$ cat src/hw/eeprom_map.svh
`ifndef EEPROM_MAP_SVH
`define EEPROM_MAP_SVH
// Overview of operation
// - write-all stores one word everywhere at once
// - write-all lasts one ordinary program cycle
// - power-up leaves writes disabled
// - write-protect command disables writes again
// - disabled: writes ignored, reads still work
// - select low during frame aborts write
// - started program cycle completes unless reset
// - select rising with clock high samples data
// - select low drops partial input
// - select high makes device active
// - power-on reset forces write protect
// - low supply discards pending write
// - dummy zero out on last address bit
// - busy/ready shown while select high
// - fifth pulse after ready takes start bit
// - sample on clock rise, shift out too
// - first one after select is start
// - output off when deselected; low busy
// - program starts on select fall only

// geometry
`define ADDR_BITS 6
`define DATA_BITS 16

// opcodes and extended-command selectors (top two address bits)
`define OPC_READ   2'h2
`define OPC_WRITE  2'h1
`define OPC_ERASE  2'h3
`define OPC_EXT    2'h0
`define EXT_WEN    2'h3
`define EXT_WDS    2'h0
`define EXT_WRITE_ALL_WORDS_CMD   2'h1
`define EXT_ERAL   2'h2

// timing
`define CLK_MHZ      25
`define PROG_TIME_US 10000
`define PROG_CYCLES  (`PROG_TIME_US * `CLK_MHZ)
`define READY_GRACE  3'h4
`endif

$ cat src/hw/eeprom_pkg.sv
package eeprom_pkg;

    // pins from the host, sampled together
    typedef struct packed {
        logic cs;
        logic sck;
        logic din;
        logic supply_low;
    } pins_t;

    // data-out pin: level and active-low enable
    typedef struct packed {
        logic level;
        logic oe_n;
    } dout_t;

    typedef enum logic [2:0] {
        ST_IDLE   = 3'h0,
        ST_OPC    = 3'h1,
        ST_ADDR   = 3'h3,
        ST_DATA   = 3'h2,
        ST_DONE   = 3'h6,
        ST_READ   = 3'h7,
        ST_STATUS = 3'h5
    } state_t;

    typedef enum logic [2:0] {
        CMD_READ, CMD_WRITE, CMD_ERASE, CMD_WEN,
        CMD_WDS, CMD_WRITE_ALL_WORDS_CMD, CMD_ERAL
    } cmd_t;

    typedef enum logic [1:0] {
        JOB_NONE, JOB_WORD, JOB_ALL
    } job_t;

endpackage

$ cat src/hw/serial_eeprom_write_control.sv
`timescale 1ns/1ns
`include "eeprom_map.svh"

module serial_eeprom_write_control
#(
    parameter int unsigned ADDR_W      = `ADDR_BITS,
    parameter int unsigned DATA_W      = `DATA_BITS,
    parameter int unsigned PROG_CYCLES = `PROG_CYCLES
)
(
    input  wire logic          clk,
    input  wire logic          resetn,
    input  eeprom_pkg::pins_t  pins,
    output eeprom_pkg::dout_t  dout
);
    import eeprom_pkg::*;

    localparam int CNT_W = $clog2(DATA_W) + 1;
    localparam int PW    = $clog2(PROG_CYCLES + 1);
    localparam int WORDS = 1 << ADDR_W;

    generate
        if (ADDR_W < 3 || ADDR_W > DATA_W || PROG_CYCLES < 1)
        begin : g_bad
            $error("unsupported geometry or program time");
        end
    endgenerate

    // **********************************************************
    // command decode
    // **********************************************************
    function automatic cmd_t decode(input logic [1:0] opc,
                                    input logic [1:0] sel);
        cmd_t c;
        c = CMD_READ;
        if (opc == `OPC_WRITE)
            c = CMD_WRITE;
        else if (opc == `OPC_ERASE)
            c = CMD_ERASE;
        else if (opc == `OPC_EXT)
        begin
            if (sel == `EXT_WEN)
                c = CMD_WEN;
            else if (sel == `EXT_WDS)
                c = CMD_WDS;
            else if (sel == `EXT_WRITE_ALL_WORDS_CMD)
                c = CMD_WRITE_ALL_WORDS_CMD;
            else
                c = CMD_ERAL;
        end
        return c;
    endfunction

    // **********************************************************
    // reset release and pin synchronisers
    // **********************************************************
    logic  rst_meta_reg;
    logic  rst_n;
    pins_t sync1_reg;
    pins_t sync2_reg;
    pins_t prev_reg;

    // reset asserts at once but leaves on our clock
    always_ff @(posedge clk or negedge resetn)
    begin
        if (!resetn)
        begin
            rst_meta_reg <= 1'b0;
            rst_n        <= 1'b0;
        end
        else
        begin
            rst_meta_reg <= 1'b1;
            rst_n        <= rst_meta_reg;
        end
    end

    // two flops, then a third copy only for edge finding
    always_ff @(posedge clk or negedge rst_n)
    begin
        if (!rst_n)
        begin
            sync1_reg <= '0;
            sync2_reg <= '0;
            prev_reg  <= '0;
        end
        else
        begin
            sync1_reg <= pins;
            sync2_reg <= sync1_reg;
            prev_reg  <= sync2_reg;
        end
    end

    wire cs      = sync2_reg.cs;
    wire sck     = sync2_reg.sck;
    wire din     = sync2_reg.din;
    wire low     = sync2_reg.supply_low;
    wire cs_rise = cs & ~prev_reg.cs;
    wire cs_fall = ~cs & prev_reg.cs;
    // select rising onto a high clock counts as a clock rise
    wire sk_rise = cs & ((sck & ~prev_reg.sck)
                         | (cs_rise & sck));

    // **********************************************************
    // state and storage
    // **********************************************************
    state_t              state_reg, state_next;
    logic [CNT_W-1:0]    cnt_reg, cnt_next;
    logic [1:0]          opc_reg, opc_next;
    logic [ADDR_W-1:0]   addr_reg, addr_next;
    logic [DATA_W-1:0]   shift_reg, shift_next;
    job_t                job_reg, job_next;
    logic                wen_reg, wen_next;
    logic                armed_reg, armed_next;
    logic                busy_reg;
    logic [PW-1:0]       prog_cnt_reg;
    logic [2:0]          ready_cnt_reg;
    dout_t               dout_reg, dout_next;
    logic [DATA_W-1:0]   mem [WORDS];

    wire [ADDR_W-1:0] addr_in  = {addr_reg[ADDR_W-2:0], din};
    wire [DATA_W-1:0] data_in  = {shift_reg[DATA_W-2:0], din};
    wire cmd_t        cmd      = decode(opc_reg,
                                        addr_in[ADDR_W-1 -: 2]);
    wire addr_last = cnt_reg == CNT_W'(ADDR_W - 1);
    wire data_last = cnt_reg == CNT_W'(DATA_W - 1);
    wire prog_done = busy_reg && prog_cnt_reg == '0;
    // waiting for ready plus four grace pulses
    wire grace_over = !busy_reg
                      && ready_cnt_reg == `READY_GRACE;
    // programming begins only once the frame is closed
    wire start_prog = cs_fall && state_reg == ST_DONE
                      && job_reg != JOB_NONE
                      && !low && !busy_reg;

    // **********************************************************
    // frame sequencer
    // **********************************************************
    always_comb
    begin
        state_next = state_reg;
        cnt_next   = cnt_reg;
        opc_next   = opc_reg;
        addr_next  = addr_reg;
        shift_next = shift_reg;
        job_next   = job_reg;
        wen_next   = wen_reg;
        armed_next = armed_reg;
        dout_next  = dout_reg;
        if (prog_done)
            job_next = JOB_NONE;
        if (!cs)
        begin
            // deselect throws away any unfinished frame
            cnt_next       = '0;
            dout_next.oe_n = 1'b1;
            if (start_prog)
                armed_next = 1'b1;
            else if (!busy_reg)
                job_next = JOB_NONE;
            state_next = (start_prog || armed_reg)
                         ? ST_STATUS : ST_IDLE;
        end
        else if (low && state_reg != ST_READ
                 && state_reg != ST_STATUS)
        begin
            if (!busy_reg)
                job_next = JOB_NONE;
            state_next = ST_DONE;
        end
        else
        begin
            if (state_reg == ST_STATUS)
            begin
                dout_next.oe_n  = 1'b0;
                dout_next.level = ~busy_reg;
            end
            else if (state_reg != ST_READ)
                dout_next.oe_n = 1'b1;
            if (sk_rise)
            begin
                unique case (state_reg)
                    ST_IDLE:
                        if (din && !busy_reg)
                        begin
                            state_next = ST_OPC;
                            cnt_next   = '0;
                        end
                    ST_STATUS:
                        if (grace_over && din)
                        begin
                            state_next     = ST_OPC;
                            cnt_next       = '0;
                            armed_next     = 1'b0;
                            dout_next.oe_n = 1'b1;
                        end
                    ST_OPC:
                    begin
                        opc_next = {opc_reg[0], din};
                        cnt_next = cnt_reg + 1'b1;
                        if (cnt_reg[0])
                        begin
                            state_next = ST_ADDR;
                            cnt_next   = '0;
                        end
                    end
                    ST_ADDR:
                    begin
                        addr_next = addr_in;
                        cnt_next  = cnt_reg + 1'b1;
                        if (addr_last)
                        begin
                            cnt_next   = '0;
                            state_next = ST_DONE;
                            unique case (cmd)
                                CMD_READ:
                                begin
                                    state_next      = ST_READ;
                                    shift_next      = mem[addr_in];
                                    dout_next.oe_n  = 1'b0;
                                    dout_next.level = 1'b0;
                                end
                                CMD_WRITE, CMD_WRITE_ALL_WORDS_CMD:
                                    if (wen_reg)
                                        state_next = ST_DATA;
                                CMD_ERASE, CMD_ERAL:
                                    if (wen_reg)
                                    begin
                                        shift_next = '1;
                                        job_next = (cmd == CMD_ERAL)
                                                   ? JOB_ALL
                                                   : JOB_WORD;
                                    end
                                CMD_WEN:
                                    wen_next = 1'b1;
                                CMD_WDS:
                                    wen_next = 1'b0;
                            endcase
                        end
                    end
                    ST_DATA:
                    begin
                        shift_next = data_in;
                        cnt_next   = cnt_reg + 1'b1;
                        if (data_last)
                        begin
                            state_next = ST_DONE;
                            cnt_next   = '0;
                            job_next   = (opc_reg == `OPC_EXT)
                                         ? JOB_ALL
                                         : JOB_WORD;
                        end
                    end
                    ST_DONE:
                        state_next = ST_DONE;
                    ST_READ:
                    begin
                        // shift out on rises, then step to next word
                        dout_next.level = shift_reg[DATA_W-1];
                        shift_next = {shift_reg[DATA_W-2:0], 1'b0};
                        cnt_next   = cnt_reg + 1'b1;
                        if (data_last)
                        begin
                            cnt_next   = '0;
                            addr_next  = addr_reg + 1'b1;
                            shift_next = mem[addr_reg + 1'b1];
                        end
                    end
                    default:
                        state_next = ST_IDLE;
                endcase
            end
        end
    end

    // **********************************************************
    // registers
    // **********************************************************
    always_ff @(posedge clk or negedge rst_n)
    begin
        if (!rst_n)
        begin
            state_reg <= ST_IDLE;
            cnt_reg   <= '0;
            opc_reg   <= '0;
            addr_reg  <= '0;
            shift_reg <= '0;
            job_reg   <= JOB_NONE;
            wen_reg   <= 1'b0;
            armed_reg <= 1'b0;
            dout_reg  <= '{level: 1'b0, oe_n: 1'b1};
        end
        else
        begin
            state_reg <= state_next;
            cnt_reg   <= cnt_next;
            opc_reg   <= opc_next;
            addr_reg  <= addr_next;
            shift_reg <= shift_next;
            job_reg   <= job_next;
            wen_reg   <= wen_next;
            armed_reg <= armed_next;
            dout_reg  <= dout_next;
        end
    end

    assign dout = dout_reg;

    // program timer: nothing but reset stops it
    always_ff @(posedge clk or negedge rst_n)
    begin
        if (!rst_n)
        begin
            busy_reg     <= 1'b0;
            prog_cnt_reg <= '0;
        end
        else if (start_prog)
        begin
            busy_reg     <= 1'b1;
            prog_cnt_reg <= PW'(PROG_CYCLES - 1);
        end
        else if (busy_reg)
        begin
            busy_reg     <= !prog_done;
            prog_cnt_reg <= prog_cnt_reg - 1'b1;
        end
    end

    // pulses seen since ready came up, capped at the grace
    always_ff @(posedge clk or negedge rst_n)
    begin
        if (!rst_n)
            ready_cnt_reg <= '0;
        else if (state_reg != ST_STATUS || busy_reg || !cs)
            ready_cnt_reg <= '0;
        else if (sk_rise && !grace_over)
            ready_cnt_reg <= ready_cnt_reg + 1'b1;
    end

    // array commits at the end of the cycle; one word, or the whole array at once for write-all and erase-all
    always_ff @(posedge clk)
    begin
        if (prog_done && job_reg == JOB_ALL)
        begin
            for (int i = 0; i < WORDS; i++)
                mem[i] <= shift_reg;
        end
        else if (prog_done && job_reg == JOB_WORD)
            mem[addr_reg] <= shift_reg;
    end

endmodule

$ cat config.mk
export PLATFORM = sky130hd
export DESIGN_NAME = serial_eeprom_write_control
export DESIGN_NICKNAME = d
export VERILOG_FILES = /design/src/hw/eeprom_pkg.sv /design/src/hw/serial_eeprom_write_control.sv
export VERILOG_INCLUDE_DIRS = /design/src /design/src/hw
export SDC_FILE = /design/constraint.sdc
export NUM_CORES = 2
export LEC_CHECK = 0
export ABC_AREA = 1
export BUFFER_PORTS_ARGS = -buffer_cell sky130_fd_sc_hd__clkbuf_2
export CORE_ASPECT_RATIO = 2
export CORE_UTILIZATION = 45
export DETAILED_ROUTE_END_ITERATION = 10
export PLACE_DENSITY_LB_ADDON = 0.25
export SLEW_MARGIN = 20
export SYNTH_ARGS = -nofsm -noshare
export SYNTH_HDL_FRONTEND = slang
export SYNTH_SLANG_ARGS = --single-unit
$ cat constraint.sdc
create_clock -name clk -period 3.4 [get_ports clk]
set_input_delay 0.17 -clock clk [delete_from_list [all_inputs] [get_ports clk]]
set_output_delay 0.17 -clock clk [all_outputs]
set_load 0.1 [all_outputs]
==> metrics.md <==
| Metric | Value |
|---|---|
| Status | `completed` |
| Vias in the first global route | `45303` |
| Clock skew | `0.0272 ns` |
| H-tree depth | `3` |
| Cell depth of the worst flop-to-flop path | `13` |
| Tmin final | `3.27 ns` |
| First-pass GRT wire length | `about 310 mm` |
| Combinational share of power | `27.5%` |
| Period utilisation layout | `96.1%` |
| Post-synth EDFFs | `1024` |
| Synth Cell Area | `between 0.05 and 0.06 mm^2` |
| Hold Path Class | `input port to register` |
| WL final | `~220 mm` |
| Final Util | `between 50% and 60%` |
| Worst-path fanout max | `25` |
| Async S/R FF share, synth | `6.57%` |
| Area Overhead vs Synth | `11.8%` |
| Fin Setup TNS | `0 ns` |
| Die ar. | `0.127 mm^2` |
| CTS tree | `yes` |
| Top cells by area, synth | `edfxtp_1 54%, nand2_1 12%, nand3_1 11%` |
| FP Rows | `183` |
| FMAX | `0.306 GHz` |
| Gate Count Post-Synth | `6491` |
| MaxCap Viol Count | `0` |
| Setup Viol. Count Final | `0` |
| Seq pwr share | `44.3%` |
| WP data arrival | `3.90 ns` |
| Initial Utilization | `about 45%` |
| Critical Path End Type | `register` |
| Clock Path Buffers | `3` |
| Global Route Usage Sum | `34.3%` |
| Static leakage | `26.5 nW` |
| CTS buffer count | `96` |
| Vias per inst | `5.80` |
| Detailed placement HPWL | `142 mm` |
| Routed Antenna Nets | `0` |
| Average size of a mapped cell | `8.71 um^2` |
| Crit path launch type | `register` |
| WHS Endpoint | `sync1_reg[3]` |
| Finished Cell Area | `approximately 0.063 mm^2` |
| Initial antenna violation count | `6` |
| Largest net degree at the start of global routing | `170` |
| Final Net Count | `6481` |
| Count leader, synth | `nand2_1` |
| Power per cell area | `642 mW/mm^2` |
| Global route overflow | `0` |
| Switch share | `36.3%` |
| Slew Limit Fails | `0` |
| Most common flop cell mapped by yosys | `edfxtp_1` |
| Final hold slack | `0.0682 ns` |
| Worst skew pair latency | `around 0.75 ns` |
| Int Pwr | `25.8 mW` |
| Hold_sp | `pins[3]` |
| RSZ-0062 raised after global routing | `no` |
| Area of the multi-input gates | `0.0190 mm^2` |
| DRC | `0` |
| Terminus of the critical flop-to-flop path | `shift_reg[9]` |
| IO Pins | `8` |
| CP required | `roughly 4.0 ns` |
| FF-to-FF setup slack | `approximately 0.13 ns` |
| Post-synth top cells | `1825 x nand2_1, 1202 x nand3_1, 1024 x edfxtp_1, 933 x inv_1, 279 x o211ai_1` |
| Post-CTS Setup Inserts | `0` |
| Sequential element share of the synthesized area | `between 50% and 60%` |
| Final Hold Viols | `0` |
| 1st-iter DRT viols | `just under 5000` |
| Net Count, Synth | `6507` |
| CP Class | `register to register` |
| PortBufs | `7` |
| Placer Congestion | `around 1.0` |
| Synth unique cells | `40` |
| Clock power frac | `28.3%` |
| Reg2Reg Launch Point | `din` |
| Clk sinks | `~1100` |
| Share of cells above drive strength 1 | `9.05%` |
| Hold Path Stages | `2` |
| Core footprint | `~0.12 mm^2` |
| Syn. warnings | `0` |
| DP Area | `around 0.060 mm^2` |
| Register Area | `~0.033 mm^2` |
| Die X | `253 um` |
| Slew HR | `roughly 22%` |
| Flip-flop count of the largest register after layout | `1024` |
| Measured slew at the worst slew-check pin | `1.16 ns` |
| Clk root buf | `clkbuf_16` |
| First-pass detailed-route iteration total | `6` |
| Filler cells | `around 11000` |
| Clock-pin slew on the worst setup and hold paths | `0.07 ns` |
| Routed len/inst | `around 27 um` |
| Cell taking the most area after synthesis | `edfxtp_1` |
| Die Ht | `503 um` |
| Register bit total from synthesis | `1096` |
| Net switching power | `roughly 15 mW` |
| DR vias | `about 48000` |
| Worst ir drop on vdd | `between 0.0005 and 0.0006 V` |
| Area fraction of the dominant cell type after synthesis | `a little over half` |
## per-stage QoR
stage | instances | setup slack, ns | power, mW
final | 8209 | 0.132 | 40.6
after global routing | 8207 | 0.0789 | 41.6
after CTS | 8206 | 0.252 | 40.2
after detailed placement | 8026 | 0.293 | 28.9
after global placement | 8026 | 0.306 | 28.7
after floorplan | 6491 | 0.211 | 23.7
## cell type report
cell class                      instances  area share [%]
Sequential cell                      1096            51.6
Multi-Input combinational cell       4061            30.1
Inverter                              938            5.61
Timing Repair Buffer                  272            4.34
Clock buffer                          118            4.04
Tap cell                             1665            3.30
Clock inverter                         56            1.01
Antenna cell                            3          0.0119
## repair_timing
action	CTS	global route
endpoints found under the hold margin	6	0
setup endpoints to repair	0	2
hold buffers	6	0
resized for setup	0	2
## cells in the final DEF (no fill, tap or decap), types with 52 or more instances in the layout
master     count
a21oi_1      142
buf_12        56
buf_4        203
clkbuf_16     96
dfrtp_1       52
edfxtp_1    1024
inv_1        931
nand2_1     1822
nand3_1     1201
nor2_1       274
o211ai_1     279
o21ai_0      125
o21ai_2       57
or2_2         82
## worst max-delay path by stage
stage,to,start,cells after the start
after floorplan,mem[15][0],prog_cnt_reg[8],10
after global placement,shift_reg[9],din,13
after detailed placement,shift_reg[9],din,13
after CTS,shift_reg[9],din,13
after global routing,shift_reg[15],addr_reg[0],16
final,shift_reg[9],din,13
## cells by family (layout without fill, tap and decap cells)
group                    after synthesis  in the layout  share of synthesized area (%)
buffers and inverters               1334           1384                           9.33
AO/OA/AOI/OAI                        629            629                           6.88
XOR/XNOR                               4              4                         0.0952
multiplexers                           2              2                         0.0354
flip-flops                          1096           1096                           57.6
adder cells (fa/ha/maj)               10             10                          0.221
AND/OR/NAND/NOR                     3415           3415                           25.8
other                                  1              4                        0.00663
## worst max-delay path, stage by stage (launching register included)
cell and delay [ns]:
dfrtp_4 0.72, inv_8 0.20, buf_4 0.31, buf_4 0.25, nand2_1 0.09, a21oi_1 0.04, o21ai_0 0.50, nand4_1 0.42
nand2_1 0.21, nand3_1 0.10, nand2_1 0.06, nand3_1 0.07, nand2_1 0.06, inv_1 0.04
## layer usage
layer	part of all wire [%]	global-route usage, %
met5	0.013	0
met2	48	57.2
met4	13	36.8
met3	6.9	4.74
met1	32	35.8
## power groups by stage
stage                     Combinational (mW)  Clock [mW]  Sequential, mW
after floorplan                         5.62           0            18.1
after CTS                               10.8        11.5            17.9
after detailed placement                10.7           0            18.2
after global placement                  10.6           0            18.2
after global routing                    11.7        12.0            17.9
final                                   11.1        11.5            17.9
Power figures use the tool's default switching activity.
